--- config.mk ---
export PLATFORM = sky130hd
export DESIGN_NAME = lvds_pll_power_ctrl_regs
export DESIGN_NICKNAME = d
export VERILOG_FILES = /design/src/lvds_ctrl_pkg.sv /design/src/lvds_out_drive.sv /design/src/lvds_pll_power_ctrl_regs.sv
export SDC_FILE = /design/constraint.sdc
export NUM_CORES = 1
export LEC_CHECK = 0
export BUFFER_PORTS_ARGS = -buffer_cell sky130_fd_sc_hd__buf_4
export CORE_UTILIZATION = 41
export CTS_CLUSTER_DIAMETER = 40
export DETAILED_ROUTE_END_ITERATION = 7
export HOLD_SLACK_MARGIN = 0.03
export PLACE_DENSITY = 0.65
export SYNTH_ARGS = -nofsm -noshare
export SYNTH_HDL_FRONTEND = slang
export SYNTH_SLANG_ARGS = --single-unit
--- constraint.sdc ---
create_clock -name clk_sys -period 1 [get_ports clk_sys]
set_clock_uncertainty 0.05 [all_clocks]
set_input_delay 0.05 -clock clk_sys [delete_from_list [all_inputs] [get_ports clk_sys]]
set_output_delay 0.05 -clock clk_sys [all_outputs]
set_load 0.01 [all_outputs]
--- src/lvds_ctrl_pkg.sv ---
// Register map, field layout and reset values of the LVDS control bank
package lvds_ctrl_pkg;
  localparam logic [7:0] ADDR_POWER_DOWN = 8'h76;
  localparam logic [7:0] ADDR_PLL_LOOP = 8'h78;
  localparam logic [7:0] ADDR_SLIP_LIMIT = 8'h7F;
  localparam logic [7:0] ADDR_PULLDOWN = 8'h74;
  localparam logic [7:0] RST_POWER_DOWN = 8'hAD;
  localparam logic [7:0] RST_PLL_LOOP = 8'h38;
  localparam logic [7:0] RST_SLIP_LIMIT = 8'h10;
  localparam logic [7:0] RST_PULLDOWN = 8'hC0;
  localparam int PD_OUT_POWER_BIT = 0;
  localparam int PD_PLL_RESET_BIT = 2;
  localparam int PD_PLL_POWER_BIT = 3;
  localparam int PD_LF_RES_LSB = 4;
  localparam int PD_FIFO_RESET_BIT = 7;
  localparam int LC_PHASE_DET_LSB = 0;
  localparam int LC_LF_CAP_LSB = 5;
  localparam int LC_SPER_BIT = 7;
  localparam int PULLDOWN_BIT = 7;
  localparam logic [7:0] PD_WRITE_MASK = 8'hFF;
endpackage

--- src/lvds_out_drive.sv ---
`timescale 1ns/1ps
// Output pad state for the LVDS data and clock lanes
module lvds_out_drive (
  input wire logic clk_sys,
  input wire logic nrst,
  input wire logic power_n,
  input wire logic pulldown_en,
  output logic drive_en,
  output logic pulldown_on,
  output logic tristate_on
);
  always_ff @(posedge clk_sys or negedge nrst) begin
    if (!nrst) begin
      drive_en <= 1'b0;
      pulldown_on <= 1'b0;
      tristate_on <= 1'b1;
    end else begin
      drive_en <= power_n;
      pulldown_on <= !power_n && pulldown_en;
      tristate_on <= !power_n && !pulldown_en;
    end
  end
endmodule // lvds_out_drive

--- src/lvds_pll_power_ctrl_regs.sv ---
`timescale 1ns/1ps
// LVDS power-down, PLL loop and FIFO slip limit register bank

module lvds_pll_power_ctrl_regs
  import lvds_ctrl_pkg::*;
(
  input wire logic clk_sys,
  input wire logic nrst,
  input wire logic reg_wr,
  input wire logic reg_rd,
  input wire logic [7:0] reg_addr,
  input wire logic [7:0] reg_wdata,
  output logic [7:0] reg_rdata,
  output logic reg_hit,
  output logic output_path_power_n,
  output logic output_pulldown_en,
  output logic pll_reset_n,
  output logic pll_power_n,
  output logic [2:0] pll_loop_res_sel,
  output logic [1:0] pll_loop_cap_sel,
  output logic [4:0] phase_detector_ctrl,
  output logic static_phase_err_reduce_en,
  output logic fifo_reset_n,
  output logic [7:0] fifo_slip_limit,
  output logic lane_drive_en,
  output logic lane_pulldown_on,
  output logic lane_tristate_on
);
  // Storage slots of the bank; the address map lives in the package
  localparam int NUM_REGS = 4;
  localparam int REG_W = 8;
  localparam int SLOT_PULLDOWN = 0;
  localparam int SLOT_POWER_DOWN = 1;
  localparam int SLOT_PLL_LOOP = 2;
  localparam int SLOT_SLIP_LIMIT = 3;

  typedef logic [NUM_REGS-1:0] slot_sel_t;

  logic [REG_W-1:0] bank_reg [NUM_REGS];
  logic [REG_W-1:0] lvds_power_down_ctrl_reg;
  logic [REG_W-1:0] lvds_pll_loop_ctrl_reg;
  logic [REG_W-1:0] fifo_slip_limit_reg;
  logic [REG_W-1:0] pulldown_ctrl_reg;
  slot_sel_t wr_sel;
  slot_sel_t rd_sel;
  logic [REG_W-1:0] rdata_next;
  logic hit_next;

  // Every field slice and bit must sit inside one register byte
  if (PD_LF_RES_LSB + $bits(pll_loop_res_sel) > REG_W) begin : g_bad_res
    $error("Loop resistor field runs past its register");
  end
  if (LC_LF_CAP_LSB + $bits(pll_loop_cap_sel) > REG_W) begin : g_bad_cap
    $error("Loop capacitor field runs past its register");
  end
  if (LC_PHASE_DET_LSB + $bits(phase_detector_ctrl) > REG_W) begin : g_bad_pd
    $error("Phase detector field runs past its register");
  end
  if (PD_OUT_POWER_BIT >= REG_W) begin : g_bad_out
    $error("Output power bit lies outside its register");
  end
  if (PD_PLL_RESET_BIT >= REG_W) begin : g_bad_prst
    $error("PLL reset bit lies outside its register");
  end
  if (PD_PLL_POWER_BIT >= REG_W) begin : g_bad_ppwr
    $error("PLL power bit lies outside its register");
  end
  if (PD_FIFO_RESET_BIT >= REG_W) begin : g_bad_fifo
    $error("FIFO reset bit lies outside its register");
  end
  if (LC_SPER_BIT >= REG_W) begin : g_bad_sper
    $error("Phase error bit lies outside its register");
  end
  if (PULLDOWN_BIT >= REG_W) begin : g_bad_pull
    $error("Pull-down bit lies outside its register");
  end

  // One-hot slot for an address, shared by the write and read paths
  function automatic slot_sel_t decode_slot(logic [7:0] addr);
    slot_sel_t sel;
    sel = '0;
    unique case (addr)
      ADDR_PULLDOWN: sel[SLOT_PULLDOWN] = 1'b1;
      ADDR_POWER_DOWN: sel[SLOT_POWER_DOWN] = 1'b1;
      ADDR_PLL_LOOP: sel[SLOT_PLL_LOOP] = 1'b1;
      ADDR_SLIP_LIMIT: sel[SLOT_SLIP_LIMIT] = 1'b1;
      default: sel = '0;
    endcase
    return sel;
  endfunction

  // Value a slot takes while nrst is low
  function automatic logic [REG_W-1:0] slot_reset_value(int slot);
    logic [REG_W-1:0] value;
    value = '0;
    unique case (slot)
      SLOT_PULLDOWN: value = RST_PULLDOWN;
      SLOT_POWER_DOWN: value = RST_POWER_DOWN;
      SLOT_PLL_LOOP: value = RST_PLL_LOOP;
      SLOT_SLIP_LIMIT: value = RST_SLIP_LIMIT;
      default: value = '0;
    endcase
    return value;
  endfunction

  // Unmapped writes select no slot and are dropped silently
  assign wr_sel = reg_wr ? decode_slot(reg_addr) : '0;
  assign rd_sel = decode_slot(reg_addr);

  // One storage byte per slot, reset constant fixed per slot
  // Same logic for all four, so a new slot costs one entry in the decode table and one in the reset table
  for (genvar g = 0; g < NUM_REGS; g++) begin : g_slot
    localparam logic [REG_W-1:0] RESET_VALUE = slot_reset_value(g);
    always_ff @(posedge clk_sys or negedge nrst) begin
      if (!nrst) begin
        bank_reg[g] <= RESET_VALUE;
      end else if (wr_sel[g]) begin
        bank_reg[g] <= reg_wdata;
      end
    end
  end

  // Named views of the slots; every bit, reserved ones too, is kept
  assign pulldown_ctrl_reg = bank_reg[SLOT_PULLDOWN];
  assign lvds_power_down_ctrl_reg = bank_reg[SLOT_POWER_DOWN];
  assign lvds_pll_loop_ctrl_reg = bank_reg[SLOT_PLL_LOOP];
  assign fifo_slip_limit_reg = bank_reg[SLOT_SLIP_LIMIT];

  // Read mux; a read in a write cycle returns the old byte
  always_comb begin
    rdata_next = '0;
    hit_next = |rd_sel;
    for (int i = 0; i < NUM_REGS; i++) begin
      if (rd_sel[i]) begin
        rdata_next = bank_reg[i];
      end
    end
  end

  // Read data registered one cycle after the strobe; holds otherwise
  // Hit lets software tell an unmapped read from a zero byte
  always_ff @(posedge clk_sys or negedge nrst) begin
    if (!nrst) begin
      reg_rdata <= 8'h00;
      reg_hit <= 1'b0;
    end else if (reg_rd) begin
      reg_rdata <= rdata_next;
      reg_hit <= hit_next;
    end
  end

  // Output path controls, registered so the pads see no decode glitch
  always_ff @(posedge clk_sys or negedge nrst) begin
    if (!nrst) begin
      output_path_power_n <= RST_POWER_DOWN[PD_OUT_POWER_BIT];
      output_pulldown_en <= RST_PULLDOWN[PULLDOWN_BIT];
    end else begin
      output_path_power_n <=
        lvds_power_down_ctrl_reg[PD_OUT_POWER_BIT];
      output_pulldown_en <= pulldown_ctrl_reg[PULLDOWN_BIT];
    end
  end

  // PLL reset, power and loop settings
  // Phase error reduction is best left at its reset value
  always_ff @(posedge clk_sys or negedge nrst) begin
    if (!nrst) begin
      pll_reset_n <= RST_POWER_DOWN[PD_PLL_RESET_BIT];
      pll_power_n <= RST_POWER_DOWN[PD_PLL_POWER_BIT];
      pll_loop_res_sel <= RST_POWER_DOWN[PD_LF_RES_LSB +: 3];
      pll_loop_cap_sel <= RST_PLL_LOOP[LC_LF_CAP_LSB +: 2];
      phase_detector_ctrl <= RST_PLL_LOOP[LC_PHASE_DET_LSB +: 5];
      static_phase_err_reduce_en <= RST_PLL_LOOP[LC_SPER_BIT];
    end else begin
      pll_reset_n <= lvds_power_down_ctrl_reg[PD_PLL_RESET_BIT];
      pll_power_n <= lvds_power_down_ctrl_reg[PD_PLL_POWER_BIT];
      pll_loop_res_sel <=
        lvds_power_down_ctrl_reg[PD_LF_RES_LSB +: 3];
      pll_loop_cap_sel <= lvds_pll_loop_ctrl_reg[LC_LF_CAP_LSB +: 2];
      phase_detector_ctrl <=
        lvds_pll_loop_ctrl_reg[LC_PHASE_DET_LSB +: 5];
      static_phase_err_reduce_en <=
        lvds_pll_loop_ctrl_reg[LC_SPER_BIT];
    end
  end

  // FIFO reset and slip limit
  // Limit is only held here; slip counting per frame lives elsewhere
  always_ff @(posedge clk_sys or negedge nrst) begin
    if (!nrst) begin
      fifo_reset_n <= RST_POWER_DOWN[PD_FIFO_RESET_BIT];
      fifo_slip_limit <= RST_SLIP_LIMIT;
    end else begin
      fifo_reset_n <= lvds_power_down_ctrl_reg[PD_FIFO_RESET_BIT];
      fifo_slip_limit <= fifo_slip_limit_reg;
    end
  end

  // Pad state follows the register bits directly, one flop stage
  lvds_out_drive u_out_drive (
    .clk_sys(clk_sys),
    .nrst(nrst),
    .power_n(lvds_power_down_ctrl_reg[PD_OUT_POWER_BIT]),
    .pulldown_en(pulldown_ctrl_reg[PULLDOWN_BIT]),
    .drive_en(lane_drive_en),
    .pulldown_on(lane_pulldown_on),
    .tristate_on(lane_tristate_on)
  );
endmodule // lvds_pll_power_ctrl_regs

==> report_table.html, run 1 <==
<table>
<tr><th>Metric</th><th>Value</th></tr>
<tr><th colspan="2">Outcome</th></tr>
<tr><td>Outcome</td><td>finished, violations left</td></tr>
<tr><td>Violated checks</td><td>setup timing</td></tr>
<tr><th colspan="2">Power</th></tr>
<tr><td>Total leakage power</td><td>1.76 nW</td></tr>
<tr><td>Peak ir drop on the vdd network</td><td>0.000865 V</td></tr>
<tr><td>Relative contribution of the clock network to total power</td><td>40.0%</td></tr>
<tr><td>Cell-internal power</td><td>0.00456 W</td></tr>
<tr><td>Psw</td><td>roughly 0.0013 W</td></tr>
<tr><td>Pwr dens</td><td>around 1600 nW/um^2</td></tr>
<tr><td>Proportion of power drawn by combinational gates</td><td>9.5%</td></tr>
<tr><td>Switching part of the total power</td><td>22.3%</td></tr>
<tr><td>Reg power frac</td><td>approximately half</td></tr>
<tr><th colspan="2">Worst setup path</th></tr>
<tr><td>Required time at the endpoint of the critical path</td><td>900 ps</td></tr>
<tr><td>Start point of the critical path</td><td>pll_power_n$_DFF_PN1_</td></tr>
<tr><td>Cell Chain, Critical Path</td><td>buf_6</td></tr>
<tr><td>Max incr delay on CP</td><td>about 540 ps</td></tr>
<tr><td>Register-to-Register Setup Slack</td><td>-40 ps</td></tr>
<tr><td>Cell depth of the worst setup path</td><td>1</td></tr>
<tr><td>Last element of the critical path</td><td>pll_power_n</td></tr>
<tr><td>Capturing element type of the critical path</td><td>output pin</td></tr>
<tr><td>Crit path buffers/inverters</td><td>1</td></tr>
<tr><td>Category of cells accounting for the largest share of critical-path delay</td><td>flip-flops</td></tr>
<tr><td>Arrival time at the worst endpoint</td><td>970 ps</td></tr>
<tr><td>Max FO, Critical Path</td><td>1</td></tr>
<tr><td>Startpoint of the worst register-to-register path</td><td>pulldown_ctrl_reg[7]$_DFFE_PN1P_</td></tr>
<tr><td>Kind of critical path</td><td>flip-flop to output pin</td></tr>
<tr><td>Capture instance of the worst register-to-register path</td><td>reg_rdata[7]$_DFFE_PN0P_</td></tr>
<tr><td>Startpoint type of the worst setup path</td><td>flip-flop</td></tr>
<tr><td>Number of cells on the worst reg-to-reg path</td><td>3</td></tr>
<tr><td>Slowest cell on crit path</td><td>sky130_fd_sc_hd__dfstp_2</td></tr>
<tr><th colspan="2">Drt</th></tr>
<tr><td>Remaining number of nets flagged by the antenna check after routing</td><td>0</td></tr>
<tr><td>Post-DR wirelength/cell</td><td>roughly 16 microns</td></tr>
<tr><td>DRC errors left</td><td>0</td></tr>
<tr><td>Initial drt markers</td><td>59</td></tr>
<tr><td>Routed via count</td><td>~1800</td></tr>
<tr><td>Final WL</td><td>around 5800 microns</td></tr>
<tr><td>Detailed-route vias per instance</td><td>5.04</td></tr>
<tr><td>Number of iterations in the first detailed-routing pass</td><td>4</td></tr>
<tr><th colspan="2">Die</th></tr>
<tr><td>Top-Level Pins</td><td>56</td></tr>
<tr><td>Horizontal extent of the die</td><td>just over 80 microns</td></tr>
<tr><td>Rows</td><td>28</td></tr>
<tr><td>Initial core utilization</td><td>roughly 43%</td></tr>
<tr><td>Total die area</td><td>around 6600 sq um</td></tr>
<tr><td>Core area</td><td>about 6000 sq um</td></tr>
<tr><td>Die extent in y</td><td>around 81 microns</td></tr>
<tr><th colspan="2">GRT</th></tr>
<tr><td>Antenna violations before repair</td><td>0</td></tr>
<tr><td>Largest net degree at the start of global routing</td><td>between 60 and 70</td></tr>
<tr><td>GRT Util Overall</td><td>around a fifth</td></tr>
<tr><td>Wire length of the first global-routing pass</td><td>9060 microns</td></tr>
<tr><td>Remaining global-route overflow</td><td>0</td></tr>
<tr><td>Number of global-route vias before repair</td><td>1801</td></tr>
<tr><th colspan="2">Placement</th></tr>
<tr><td>GPL Wtd Cong</td><td>between 0.7 and 0.8</td></tr>
<tr><td>DP Area</td><td>around 3300 sq um</td></tr>
<tr><td>Post-detail-place hpwl</td><td>3810 microns</td></tr>
<tr><td>Number of buffers added on ports</td><td>55</td></tr>
<tr><th colspan="2">Clock network</th></tr>
<tr><td>Worst-skew pair later-pin latency</td><td>between 300 and 400 ps</td></tr>
<tr><td>Clock net sink count</td><td>68</td></tr>
<tr><td>Clock slew at the register clock pins of the worst setup and hold paths</td><td>around 70 ps</td></tr>
<tr><td>TritonCTS clock tree</td><td>built</td></tr>
<tr><td>Level count of the clock H-tree</td><td>3</td></tr>
<tr><td>Clock buffer depth</td><td>2</td></tr>
<tr><td>Root buffer cell</td><td>sky130_fd_sc_hd__clkbuf_8</td></tr>
<tr><td>Inserted Clock Buffers</td><td>9</td></tr>
<tr><th colspan="2">Finish</th></tr>
<tr><td>Number of fill cells</td><td>between 400 and 500</td></tr>
<tr><td>Max FFs per register</td><td>16</td></tr>
<tr><td>Ratio of cells with drive above 1 in the final layout</td><td>between 60% and 70%</td></tr>
<tr><td>Layout-stage area growth over the synthesis result</td><td>46.8%</td></tr>
<tr><td>Area taken by flip-flops and latches</td><td>about 1700 sq um</td></tr>
<tr><td>Most frequent cells in the layout</td><td>63 x sky130_fd_sc_hd__buf_4, 46 x sky130_fd_sc_hd__dfrtp_1, 30 x sky130_fd_sc_hd__mux2_2</td></tr>
<tr><td>Multi-input combinational cell area</td><td>856 sq um</td></tr>
<tr><td>Cell area after layout</td><td>~3800 sq um</td></tr>
<tr><td>Number of inserted diodes</td><td>0</td></tr>
<tr><td>Number of nets in the finished design</td><td>between 200 and 300</td></tr>
<tr><td>Most common library cell in the layout ignoring fill and taps</td><td>sky130_fd_sc_hd__buf_4</td></tr>
<tr><th colspan="2">Synthesis</th></tr>
<tr><td>Syn avg cell area</td><td>between 10 and 15 sq um</td></tr>
<tr><td>Post-synthesis cell count</td><td>between 150 and 200</td></tr>
<tr><td>Synth Net Count</td><td>195</td></tr>
<tr><td>Sequential area share after synthesis</td><td>approximately 67%</td></tr>
<tr><td>Synthesized cell area</td><td>roughly 2600 sq um</td></tr>
<tr><td>Flop and latch count out of synthesis</td><td>between 60 and 70</td></tr>
<tr><td>Count of distinct cell types in the synthesized netlist</td><td>26</td></tr>
<tr><td>Number of warning messages in the yosys log</td><td>0</td></tr>
<tr><th colspan="2">Timing</th></tr>
<tr><td>Crit path time final</td><td>approximately 1100 ps</td></tr>
<tr><td>Number of setup violations in the final report</td><td>21</td></tr>
<tr><td>Highest achievable clock rate</td><td>930 MHz</td></tr>
<tr><td>Portion of the clock cycle consumed by the worst path in the final layout</td><td>107%</td></tr>
<tr><td>Max-slew violation count</td><td>0</td></tr>
<tr><td>Slew margin rel.</td><td>73.4%</td></tr>
<tr><td>Final WS setup</td><td>-75.0 ps</td></tr>
<tr><td>WHS</td><td>between 100 and 150 ps</td></tr>
<tr><td>Transition time at the pin with the least slew margin</td><td>398 ps</td></tr>
<tr><td>Setup repair after global routing missed its margin</td><td>yes</td></tr>
<tr><td>Final Hold Vio Count</td><td>0</td></tr>
<tr><th colspan="2">Min path</th></tr>
<tr><td>Hold path start</td><td>reg_addr[0]</td></tr>
<tr><td>Hold Path Class</td><td>input port to flip-flop</td></tr>
<tr><th colspan="2">Job</th></tr>
<tr><td>Max capacitance violation total</td><td>0</td></tr>
</table>
[cell usage after synthesis (all sizes together)]
master	number	area (sq um)
mux2	32	360
nand4	1	6.26
and2	2	13.8
o21ai	9	45.0
dfstp	22	578
and3	1	11.3
clkbuf	1	3.75
o22ai	8	50.1
a21oi	9	45.0
nand3	6	65.1
and4b	1	11.3
dfrtp	46	1150
inv	9	33.8
nand2	1	3.75
nor2b	4	25.0
nor2	3	13.8
a22oi	8	60.1
buf	3	17.5
o22a	8	70.1
a31o	1	8.76
[stage by stage]
step	util, %	TNS, ps	power [W]	instances	setup slack [ps]
after global placement	54.6	-13720	0.00348	327	-405
final	63.1	-873	0.00587	359	-75.0
after global routing	63.1	-1610	0.00613	359	-111
after detailed placement	54.6	-14370	0.00349	327	-416
after floorplan	-	-4330	0.00316	175	-161
after CTS	61.3	-1140	0.00593	354	-90.5
[cells by family (layout without fill, tap and decap cells)]
group | Yosys count | in the layout | synth area share [%]
DFF | 68 | 68 | 67.2
AOI/OAI and AO/OA | 43 | 43 | 10.8
muxes | 32 | 32 | 14.0
and+or+nand+nor | 19 | 19 | 5.83
buffers and inverters | 13 | 122 | 2.14
[worst min-delay path by stage]
| stage | end | cells after the start | slack (ps) |
|---|---|---|---|
| floorplan | fifo_slip_limit[0]$_DFF_PN0_ | 0 | -300 |
| global placement | u_out_drive.pulldown_on$_DFF_PN0_ | 2 | 30 |
| detailed placement | reg_rdata[7]$_DFFE_PN0P_ | 2 | 30 |
| CTS | reg_hit$_DFFE_PN0P_ | 3 | 120 |
| global route | pulldown_ctrl_reg[1]$_DFFE_PN0P_ | 3 | 140 |
| finish | reg_hit$_DFFE_PN0P_ | 3 | 130 |
[power by group through the flow]
stage / clock network, W / logic (W) / registers, W
6_report: 0.00235 / 0.000555 / 0.00297
5_1_grt: 0.00254 / 0.000606 / 0.00298
4_1_cts: 0.00242 / 0.000543 / 0.00296
3_5_place_dp: 0 / 0.000486 / 0.00300
3_3_place_gp: 0 / 0.000479 / 0.00300
2_1_floorplan: 0 / 0.000133 / 0.00302
[worst register-to-register path, stage by stage, from the launching register on]
cell and delay [ps]:
sky130_fd_sc_hd__dfstp_2 540, sky130_fd_sc_hd__a22oi_2 70, sky130_fd_sc_hd__o22a_1 200, sky130_fd_sc_hd__o22ai_1 110
[layout make-up]
cell class                      instances  share of cell area [%]
Clock buffer                           13                    4.47
Tap cell                               75                    2.48
Multi-Input combinational cell         94                    22.6
Inverter                                9                   0.894
Timing Repair Buffer                   97                    22.5
Clock inverter                          3                    1.19
Sequential cell                        68                    45.8
[metal layers]
layer	GRT usage (%)	wire [microns]
met5	0	0
met3	6.07	299
met4	8.04	82
met1	25.6	2590
met2	30.7	2810
[repair_timing]
action                                  4_1_cts  5_1_grt
pin swaps                                     6        6
gates cloned                                  0        0
hold endpoints to repair                    108        0
resized for setup                            18       17
setup buffers                                 1        5
endpoints found under the setup margin       41       38
hold buffers                                 10        0
No activity file was read; power rests on OpenSTA's default activity.
==> run 2: changes to the inputs <==
- TNS_END_PERCENT: not set -> 20
==> run 2 against run 1 <==
Compared with the run above: the flow still finishes with violations (setup timing); utilization is 0.92 points lower; sequential cell count stayed put; non-clock buffer count is 2 lower; sequential share of layout area is 0.68 points higher; sequential power hardly changed; clock power is 3% higher; critical path type unchanged; critical endpoint unchanged.
==> report_table.html, run 2 (synthesis gave the netlist of run 1 again) <==
<table>
<tr><th>Metric</th><th>Value</th></tr>
<tr><th colspan="2">Outcome</th></tr>
<tr><td>Outcome</td><td>finished, violations left (unchanged)</td></tr>
<tr><td>Violated checks</td><td>setup timing (unchanged)</td></tr>
<tr><th colspan="2">Power</th></tr>
<tr><td>Pwr dens</td><td>1590 nW/um^2 (was 1550 nW/um^2)</td></tr>
<tr><td>Peak ir drop on the vdd network</td><td>0.000938 V (was 0.000865 V)</td></tr>
<tr><td>Total leakage power</td><td>1.75 nW (was 1.76 nW)</td></tr>
<tr><td>Total power</td><td>0.00591 W (was 0.00587 W)</td></tr>
<tr><th colspan="2">Timing</th></tr>
<tr><td>Slew margin rel.</td><td>69.8% (was 73.4%)</td></tr>
<tr><td>Final Hold Vio Count</td><td>0 (unchanged)</td></tr>
<tr><td>Portion of the clock cycle consumed by the worst path in the final layout</td><td>107% (about the same)</td></tr>
<tr><td>Transition time at the pin with the least slew margin</td><td>452 ps (was 398 ps)</td></tr>
<tr><td>Max-slew violation count</td><td>0 (unchanged)</td></tr>
<tr><td>Highest achievable clock rate</td><td>938 MHz (was 930 MHz)</td></tr>
<tr><td>Final sum of negative setup slack</td><td>-820 ps (was -873 ps)</td></tr>
<tr><td>Setup repair after global routing missed its margin</td><td>yes (unchanged)</td></tr>
<tr><td>Crit path time final</td><td>1070 ps (about the same)</td></tr>
<tr><td>Number of setup violations in the final report</td><td>20 (was 21)</td></tr>
<tr><td>Final WS setup</td><td>-65.5 ps (was -75.0 ps)</td></tr>
<tr><th colspan="2">Worst setup path</th></tr>
<tr><td>Capturing element type of the critical path</td><td>output pin (unchanged)</td></tr>
<tr><td>Max incr delay on CP</td><td>530 ps (was 540 ps)</td></tr>
<tr><td>Max FO, Critical Path</td><td>1 (unchanged)</td></tr>
<tr><td>Kind of critical path</td><td>flip-flop to output pin (unchanged)</td></tr>
<tr><td>Crit path buffers/inverters</td><td>1 (unchanged)</td></tr>
<tr><td>Category of cells accounting for the largest share of critical-path delay</td><td>flip-flops (unchanged)</td></tr>
<tr><td>Startpoint type of the worst setup path</td><td>flip-flop (unchanged)</td></tr>
<tr><td>Cell Chain, Critical Path</td><td>buf_6 (unchanged)</td></tr>
<tr><td>Slowest cell on crit path</td><td>sky130_fd_sc_hd__dfstp_2 (unchanged)</td></tr>
<tr><td>Arrival time at the worst endpoint</td><td>970 ps (about the same)</td></tr>
<tr><td>Required time at the endpoint of the critical path</td><td>900 ps (about the same)</td></tr>
<tr><th colspan="2">Drt</th></tr>
<tr><td>Routed via count</td><td>1793 (was 1810)</td></tr>
<tr><td>Post-DR wirelength/cell</td><td>15.6 microns (was 16.1 microns)</td></tr>
<tr><td>Final WL</td><td>5570 microns (was 5780 microns)</td></tr>
<tr><td>Detailed-route vias per instance</td><td>5.02 (was 5.04)</td></tr>
<tr><td>Initial drt markers</td><td>56 (was 59)</td></tr>
<tr><td>Remaining number of nets flagged by the antenna check after routing</td><td>0 (unchanged)</td></tr>
<tr><td>DRC errors left</td><td>0 (unchanged)</td></tr>
<tr><td>Number of iterations in the first detailed-routing pass</td><td>4 (unchanged)</td></tr>
<tr><th colspan="2">Clock network</th></tr>
<tr><td>Clock net sink count</td><td>68 (unchanged)</td></tr>
<tr><td>Root buffer cell</td><td>sky130_fd_sc_hd__clkbuf_8 (unchanged)</td></tr>
<tr><td>Clock slew at the register clock pins of the worst setup and hold paths</td><td>70 ps (about the same)</td></tr>
<tr><td>TritonCTS clock tree</td><td>built (unchanged)</td></tr>
<tr><td>Worst-skew pair later-pin latency</td><td>340 ps (about the same)</td></tr>
<tr><td>Clock buffer depth</td><td>2 (unchanged)</td></tr>
<tr><td>Level count of the clock H-tree</td><td>3 (unchanged)</td></tr>
<tr><td>Inserted Clock Buffers</td><td>9 (unchanged)</td></tr>
<tr><th colspan="2">Placement</th></tr>
<tr><td>Post-detail-place hpwl</td><td>3790 microns (was 3810 microns)</td></tr>
<tr><td>GPL Wtd Cong</td><td>0.771 (was 0.754)</td></tr>
<tr><td>Number of buffers added on ports</td><td>55 (unchanged)</td></tr>
<tr><td>Pre-CTS setup slack</td><td>-395 ps (was -416 ps)</td></tr>
<tr><td>Post-Place Cells</td><td>331 (was 327)</td></tr>
<tr><th colspan="2">Finish</th></tr>
<tr><td>Multi-input combinational cell area</td><td>837 sq um (was 856 sq um)</td></tr>
<tr><td>Most common library cell in the layout ignoring fill and taps</td><td>sky130_fd_sc_hd__buf_4 (unchanged)</td></tr>
<tr><td>Fin cells</td><td>357 (was 359)</td></tr>
<tr><td>Most frequent cells in the layout</td><td>67 x sky130_fd_sc_hd__buf_4, 46 x sky130_fd_sc_hd__dfrtp_1, 31 x sky130_fd_sc_hd__mux2_2 (was 63 x sky130_fd_sc_hd__buf_4, 46 x sky130_fd_sc_hd__dfrtp_1, 30 x sky130_fd_sc_hd__mux2_2)</td></tr>
<tr><td>Layout-stage area growth over the synthesis result</td><td>44.7% (was 46.8%)</td></tr>
<tr><td>Number of fill cells</td><td>485 (was 460)</td></tr>
<tr><td>Max FFs per register</td><td>16 (unchanged)</td></tr>
<tr><td>Number of nets in the finished design</td><td>297 (was 299)</td></tr>
<tr><td>Area taken by flip-flops and latches</td><td>1730 sq um (unchanged)</td></tr>
<tr><td>Fraction of the core area covered by cells at the end of the flow</td><td>62.2% (was 63.1%)</td></tr>
<tr><td>Ratio of cells with drive above 1 in the final layout</td><td>60.3% (was 61.3%)</td></tr>
<tr><td>Number of inserted diodes</td><td>0 (unchanged)</td></tr>
<tr><th colspan="2">GRT</th></tr>
<tr><td>Wire length of the first global-routing pass</td><td>8970 microns (was 9060 microns)</td></tr>
<tr><td>Largest net degree at the start of global routing</td><td>35 (was 69)</td></tr>
<tr><td>Antenna violations before repair</td><td>0 (unchanged)</td></tr>
<tr><td>Number of global-route vias before repair</td><td>1826 (was 1801)</td></tr>
<tr><td>Remaining global-route overflow</td><td>0 (unchanged)</td></tr>
<tr><td>GRT Util Overall</td><td>19.2% (was 19.7%)</td></tr>
<tr><th colspan="2">Die</th></tr>
<tr><td>Top-Level Pins</td><td>56 (unchanged)</td></tr>
<tr><td>Initial core utilization</td><td>43.0% (unchanged)</td></tr>
<tr><td>Die extent in y</td><td>81.2 microns (unchanged)</td></tr>
<tr><td>Rows</td><td>28 (unchanged)</td></tr>
<tr><td>Horizontal extent of the die</td><td>81.2 microns (unchanged)</td></tr>
<tr><td>Core area</td><td>5990 sq um (unchanged)</td></tr>
<tr><td>Total die area</td><td>6600 sq um (unchanged)</td></tr>
<tr><th colspan="2">Min path</th></tr>
<tr><td>Hold Path Class</td><td>input port to async pin (was input port to flip-flop)</td></tr>
<tr><th colspan="2">Job</th></tr>
<tr><td>Max capacitance violation total</td><td>0 (unchanged)</td></tr>
</table>
[run 2: cell count changes in the layout (fill, tap and decap cells not counted), sizes merged]
cell	previous run	this run
bufinv	1	2
buf	87	85
clkinvlp	2	1
clkbuf	13	9
clkinv	0	4
[run 2: path summary, 6_finish.rpt]
check,from,endpoint,slack [ps],depth (start not counted)
max in group asynchronous,nrst,pulldown_ctrl_reg[6]$_DFFE_PN1P_,290,3
setup / recovery,pll_power_n$_DFF_PN1_,pll_power_n,-70,1
min in group clk_sys,reg_addr[0],reg_hit$_DFFE_PN0P_,120,3
hold reg to reg,fifo_slip_limit_reg[4]$_DFFE_PN1P_,fifo_slip_limit[4]$_DFF_PN1_,330,0
hold / removal,nrst,fifo_slip_limit[7]$_DFF_PN0_,80,2
setup reg to reg,lvds_pll_loop_ctrl_reg[5]$_DFFE_PN1P_,reg_rdata[5]$_DFFE_PN0P_,-30,3
[run 2: timing repair]
item | 4_1_cts | 5_1_grt
hold endpoints to repair | 94 | 0
buffers inserted | 0 | 0
resized for setup | 13 | 15
endpoints found under the setup margin | 31 | 43
pin swaps | 8 | 3
hold buffers | 10 | 0
[run 2: layer usage]
layer | up-vias | GRT usage (%) | routed length, microns | share of wire, %
met5 | - | 0 | 0 | 0
met4 | 0 | 10.2 | 93 | 1.7
met3 | 7 | 3.93 | 254 | 4.6
met2 | 57 | 27.6 | 2510 | 45
met1 | 885 | 27.1 | 2710 | 49
li1 | 844 | - | - | -
[run 2: through the flow]
stage	cell area, sq um	hold WS (ps)
after floorplan	2580	-296
after CTS	3670	75.1
after global routing	3720	120
final	3720	81.9
after detailed placement	3300	-99.0
after global placement	3300	-103
[run 2: layout make-up]
type	count	area share, %
multi-input cells	94	22.5
repair buffers	95	21.9
inverters	9	0.907
well taps	75	2.52
flip-flops and latches	68	46.4
clock buffers	9	3.33
clock inverters	7	2.45
[run 2: where the power goes]
| part | switching [W] | internal (W) | total [W] | leakage, nW |
|---|---|---|---|---|
| clock network | 0.00101 | 0.00139 | 0.00241 | 0.109 |
| registers | 0.0000619 | 0.00290 | 0.00296 | 0.863 |
| logic | 0.000246 | 0.000297 | 0.000543 | 0.779 |
==> run 3: changes to the inputs <==
- ABC_AREA: not set -> 1
- BUFFER_PORTS_ARGS: -buffer_cell sky130_fd_sc_hd__buf_4 -> -buffer_cell sky130_fd_sc_hd__buf_2
==> run 3 against run 2 <==
Compared with the run above: the run still ends with setup timing left; via count is 19% higher; first-iteration DRC count is 110% higher; sequential share of layout area is 0.57 points lower; register-to-register slack hardly changed; critical path depth stayed put; fmax is 1.4% lower; worst setup slack worse by 15 ps; synthesized cell count is 62% higher; combinational power hardly changed; sequential power is 2% higher; highest routed layer unchanged.
==> report_table.html, run 3 <==
<table>
<tr><th>Metric</th><th>Value</th></tr>
<tr><th colspan="2">Clock network</th></tr>
<tr><td>Clock buffer depth</td><td>2 (unchanged)</td></tr>
<tr><td>TritonCTS clock tree</td><td>built (unchanged)</td></tr>
<tr><td>Level count of the clock H-tree</td><td>3 (unchanged)</td></tr>
<tr><td>Clock net sink count</td><td>68 (unchanged)</td></tr>
<tr><td>Clock slew at the register clock pins of the worst setup and hold paths</td><td>80 ps (was 70 ps)</td></tr>
<tr><td>Worst-skew pair later-pin latency</td><td>350 ps (was 340 ps)</td></tr>
<tr><td>Inserted Clock Buffers</td><td>9 (unchanged)</td></tr>
<tr><td>Post-CTS Setup Bufs</td><td>0 (unchanged)</td></tr>
<tr><td>Root buffer cell</td><td>sky130_fd_sc_hd__clkbuf_8 (unchanged)</td></tr>
<tr><th colspan="2">Synthesis</th></tr>
<tr><td>Syn avg cell area</td><td>9.98 sq um (was 14.7 sq um)</td></tr>
<tr><td>Number of warning messages in the yosys log</td><td>0 (unchanged)</td></tr>
<tr><td>Primary FF master, synth</td><td>sky130_fd_sc_hd__dfrtp_1 (unchanged)</td></tr>
<tr><td>Sequential area share after synthesis</td><td>61.2% (was 67.2%)</td></tr>
<tr><td>Top-count cell post-synth</td><td>sky130_fd_sc_hd__nand2_1 (was sky130_fd_sc_hd__dfrtp_1)</td></tr>
<tr><td>Flop and latch count out of synthesis</td><td>68 (unchanged)</td></tr>
<tr><td>Number of enable flip-flop cells after synthesis</td><td>0 (unchanged)</td></tr>
<tr><td>Synthesized cell area</td><td>2820 sq um (was 2570 sq um)</td></tr>
<tr><td>Leading cell types by count after synthesis</td><td>81 x sky130_fd_sc_hd__nand2_1, 46 x sky130_fd_sc_hd__dfrtp_1, 25 x sky130_fd_sc_hd__o21ai_1 (was 46 x sky130_fd_sc_hd__dfrtp_1, 31 x sky130_fd_sc_hd__mux2_2, 22 x sky130_fd_sc_hd__dfstp_2)</td></tr>
<tr><td>Fraction of registers with async set/reset</td><td>100% (unchanged)</td></tr>
<tr><td>Post-synthesis cell count</td><td>283 (was 175)</td></tr>
<tr><td>Leading cell types by total area after synthesis</td><td>sky130_fd_sc_hd__dfrtp_1 41%, sky130_fd_sc_hd__dfstp_2 20%, sky130_fd_sc_hd__nand2_1 11%, sky130_fd_sc_hd__o21ai_1 4.4%, sky130_fd_sc_hd__o21a_1 4.0% (was sky130_fd_sc_hd__dfrtp_1 45%, sky130_fd_sc_hd__dfstp_2 22%, sky130_fd_sc_hd__mux2_2 14%, sky130_fd_sc_hd__o22a_1 2.7%, sky130_fd_sc_hd__a22oi_1 2.3%)</td></tr>
<tr><td>Area leader, netlist</td><td>sky130_fd_sc_hd__dfrtp_1 (unchanged)</td></tr>
<tr><td>Synth Net Count</td><td>303 (was 195)</td></tr>
<tr><td>Count of distinct cell types in the synthesized netlist</td><td>21 (was 26)</td></tr>
<tr><td>Fraction of synthesized cell area taken by the top area cell type</td><td>40.8% (was 44.7%)</td></tr>
<tr><th colspan="2">Timing</th></tr>
<tr><td>Number of setup violations in the final report</td><td>14 (was 20)</td></tr>
<tr><td>Crit path time final</td><td>1080 ps (was 1070 ps)</td></tr>
<tr><td>Final sum of negative setup slack</td><td>-788 ps (was -820 ps)</td></tr>
<tr><td>Portion of the clock cycle consumed by the worst path in the final layout</td><td>108% (was 107%)</td></tr>
<tr><td>Final Hold Vio Count</td><td>0 (unchanged)</td></tr>
<tr><td>Transition time at the pin with the least slew margin</td><td>345 ps (was 452 ps)</td></tr>
<tr><td>Highest achievable clock rate</td><td>925 MHz (was 938 MHz)</td></tr>
<tr><td>Setup repair after global routing missed its margin</td><td>yes (unchanged)</td></tr>
<tr><td>Slew margin rel.</td><td>77.0% (was 69.8%)</td></tr>
<tr><td>Final WS setup</td><td>-80.9 ps (was -65.5 ps)</td></tr>
<tr><td>Max-slew violation count</td><td>0 (unchanged)</td></tr>
<tr><th colspan="2">Worst setup path</th></tr>
<tr><td>Slowest cell on crit path</td><td>sky130_fd_sc_hd__dfstp_2 (unchanged)</td></tr>
<tr><td>Max incr delay on CP</td><td>540 ps (was 530 ps)</td></tr>
<tr><td>Capturing element type of the critical path</td><td>output pin (unchanged)</td></tr>
<tr><td>Cell Chain, Critical Path</td><td>buf_6 (unchanged)</td></tr>
<tr><td>Max FO, Critical Path</td><td>1 (unchanged)</td></tr>
<tr><td>Category of cells accounting for the largest share of critical-path delay</td><td>flip-flops (unchanged)</td></tr>
<tr><td>Crit path buffers/inverters</td><td>1 (unchanged)</td></tr>
<tr><td>Required time at the endpoint of the critical path</td><td>900 ps (about the same)</td></tr>
<tr><td>Kind of critical path</td><td>flip-flop to output pin (unchanged)</td></tr>
<tr><td>Arrival time at the worst endpoint</td><td>980 ps (was 970 ps)</td></tr>
<tr><td>Startpoint type of the worst setup path</td><td>flip-flop (unchanged)</td></tr>
<tr><th colspan="2">Drt</th></tr>
<tr><td>Detailed-route vias per instance</td><td>4.74 (was 5.02)</td></tr>
<tr><td>Final WL</td><td>5980 microns (was 5570 microns)</td></tr>
<tr><td>Post-DR wirelength/cell</td><td>13.3 microns (was 15.6 microns)</td></tr>
<tr><td>Number of iterations in the first detailed-routing pass</td><td>4 (unchanged)</td></tr>
<tr><td>Remaining number of nets flagged by the antenna check after routing</td><td>0 (unchanged)</td></tr>
<tr><td>Initial drt markers</td><td>119 (was 56)</td></tr>
<tr><td>DRC errors left</td><td>0 (unchanged)</td></tr>
<tr><td>Routed via count</td><td>2131 (was 1793)</td></tr>
<tr><th colspan="2">GRT</th></tr>
<tr><td>Wire length of the first global-routing pass</td><td>10200 microns (was 8970 microns)</td></tr>
<tr><td>Remaining global-route overflow</td><td>0 (unchanged)</td></tr>
<tr><td>Number of global-route vias before repair</td><td>2055 (was 1826)</td></tr>
<tr><td>Antenna violations before repair</td><td>0 (unchanged)</td></tr>
<tr><td>GRT Util Overall</td><td>19.0% (was 19.2%)</td></tr>
<tr><td>Largest net degree at the start of global routing</td><td>69 (was 35)</td></tr>
<tr><th colspan="2">Finish</th></tr>
<tr><td>Max FFs per register</td><td>16 (unchanged)</td></tr>
<tr><td>Number of inserted diodes</td><td>0 (unchanged)</td></tr>
<tr><td>Number of nets in the finished design</td><td>388 (was 297)</td></tr>
<tr><td>Layout-stage area growth over the synthesis result</td><td>33.5% (was 44.7%)</td></tr>
<tr><td>Cell area after layout</td><td>3770 sq um (was 3720 sq um)</td></tr>
<tr><td>Most common library cell in the layout ignoring fill and taps</td><td>sky130_fd_sc_hd__nand2_1 (was sky130_fd_sc_hd__buf_4)</td></tr>
<tr><td>Number of fill cells</td><td>556 (was 485)</td></tr>
<tr><td>Ratio of cells with drive above 1 in the final layout</td><td>38.3% (was 60.3%)</td></tr>
<tr><td>Most frequent cells in the layout</td><td>78 x sky130_fd_sc_hd__nand2_1, 46 x sky130_fd_sc_hd__dfrtp_1, 44 x sky130_fd_sc_hd__buf_2 (was 67 x sky130_fd_sc_hd__buf_4, 46 x sky130_fd_sc_hd__dfrtp_1, 31 x sky130_fd_sc_hd__mux2_2)</td></tr>
<tr><th colspan="2">Placement</th></tr>
<tr><td>DP Area</td><td>3320 sq um (was 3300 sq um)</td></tr>
<tr><td>Number of buffers added on ports</td><td>55 (unchanged)</td></tr>
<tr><td>GPL Wtd Cong</td><td>0.788 (was 0.771)</td></tr>
<tr><td>Post-detail-place hpwl</td><td>3970 microns (was 3790 microns)</td></tr>
<tr><th colspan="2">Die</th></tr>
<tr><td>Die extent in y</td><td>85.0 microns (was 81.2 microns)</td></tr>
<tr><td>Core area</td><td>6490 sq um (was 5990 sq um)</td></tr>
<tr><td>Top-Level Pins</td><td>56 (unchanged)</td></tr>
<tr><td>Total die area</td><td>7220 sq um (was 6600 sq um)</td></tr>
<tr><td>Horizontal extent of the die</td><td>85.0 microns (was 81.2 microns)</td></tr>
<tr><td>Rows</td><td>29 (was 28)</td></tr>
<tr><td>Initial core utilization</td><td>43.5% (was 43.0%)</td></tr>
<tr><th colspan="2">Min path</th></tr>
<tr><td>Hold Path Class</td><td>input port to flip-flop (was input port to async pin)</td></tr>
<tr><th colspan="2">Power</th></tr>
<tr><td>Total leakage power</td><td>1.98 nW (was 1.75 nW)</td></tr>
<tr><td>Pwr dens</td><td>1760 nW/um^2 (was 1590 nW/um^2)</td></tr>
<tr><td>Peak ir drop on the vdd network</td><td>0.00104 V (was 0.000938 V)</td></tr>
<tr><th colspan="2">Job</th></tr>
<tr><td>Max capacitance violation total</td><td>0 (unchanged)</td></tr>
<tr><th colspan="2">Outcome</th></tr>
<tr><td>Violated checks</td><td>setup timing (unchanged)</td></tr>
<tr><td>Outcome</td><td>finished, violations left (unchanged)</td></tr>
</table>
run 3: cell count changes in the layout (fill, tap and decap cells not counted), sizes merged, moves of 12 or more:
cell   before  now
o21a        0   15
mux2       32    0
o21ai       9   28
nand2       1   87
inv         9   31
buf        85   73
nor2        3   29
run 3: area by class of cell:
| class | count | area [sq um] | area share [%] |
|---|---|---|---|
| Multi-Input combinational cell | 176 | 937 | 24.9 |
| Timing Repair Buffer | 82 | 607 | 16.1 |
| Clock buffer | 10 | 138 | 3.65 |
| Sequential cell | 68 | 1730 | 45.9 |
| Clock inverter | 6 | 134 | 3.55 |
| Inverter | 31 | 129 | 3.42 |
| Tap cell | 77 | 96.3 | 2.56 |
run 3: report_power, final:
| part | switching [W] | leakage, nW | total (W) | internal, W |
|---|---|---|---|---|
| registers | 0.0000855 | 0.857 | 0.00303 | 0.00295 |
| logic | 0.000290 | 0.991 | 0.000545 | 0.000255 |
| clock network | 0.00106 | 0.137 | 0.00305 | 0.00198 |
| total | 0.00144 | 1.98 | 0.00662 | 0.00518 |
run 3: layer usage:
metal | track usage (%) | wire [microns] | vias up
li1 | - | - | 1060
met1 | 25.1 | 2690 | 1004
met2 | 29.9 | 2860 | 56
met3 | 5.54 | 319 | 11
met4 | 6.93 | 106 | 0
met5 | 0 | 0 | -
run 3: stage by stage:
stage | total power [W] | hold slack (ps) | cells | utilization, % | worst slack, ps
finish | 0.00662 | 79.1 | 450 | 58.0 | -80.9
floorplan | 0.00329 | -296 | 283 | - | -14.7
global placement | 0.00355 | 43.7 | 425 | 51.2 | -218
global route | 0.00687 | 72.4 | 450 | 58.0 | -114
detailed placement | 0.00356 | 45.9 | 425 | 51.2 | -240
CTS | 0.00667 | 71.5 | 450 | 57.8 | -92.8
run 3: repair_timing:
action / CTS / global route
endpoints found under the hold margin: 94 / 0
gates resized for setup: 11 / 5
setup endpoints to repair: 14 / 26
cloned: 0 / 0
hold buffers: 9 / 0
pin swaps: 1 / 7
run 3: path summary, 6_finish.rpt:
path	cells after the start	slack [ps]	start	end
max in group asynchronous	3	380	nrst	fifo_slip_limit_reg[4]$_DFFE_PN1P_
hold reg to reg	0	340	fifo_slip_limit_reg[4]$_DFFE_PN1P_	fifo_slip_limit[4]$_DFF_PN1_
min in group asynchronous	3	190	nrst	u_out_drive.pulldown_on$_DFF_PN0_
hold / removal	4	80	reg_wr	fifo_slip_limit_reg[4]$_DFFE_PN1P_
setup reg to reg	6	-20	pulldown_ctrl_reg[7]$_DFFE_PN1P_	reg_rdata[7]$_DFFE_PN0P_
setup / recovery	1	-80	phase_detector_ctrl[3]$_DFF_PN1_	phase_detector_ctrl[3]
run 3: cell families after synthesis:
logic type	after synthesis	share of synthesized area, %
flip-flops	68	61.2
AO/OA/AOI/OAI	43	9.35
AND/OR/NAND/NOR	133	22.8
buffers and inverters	39	6.65
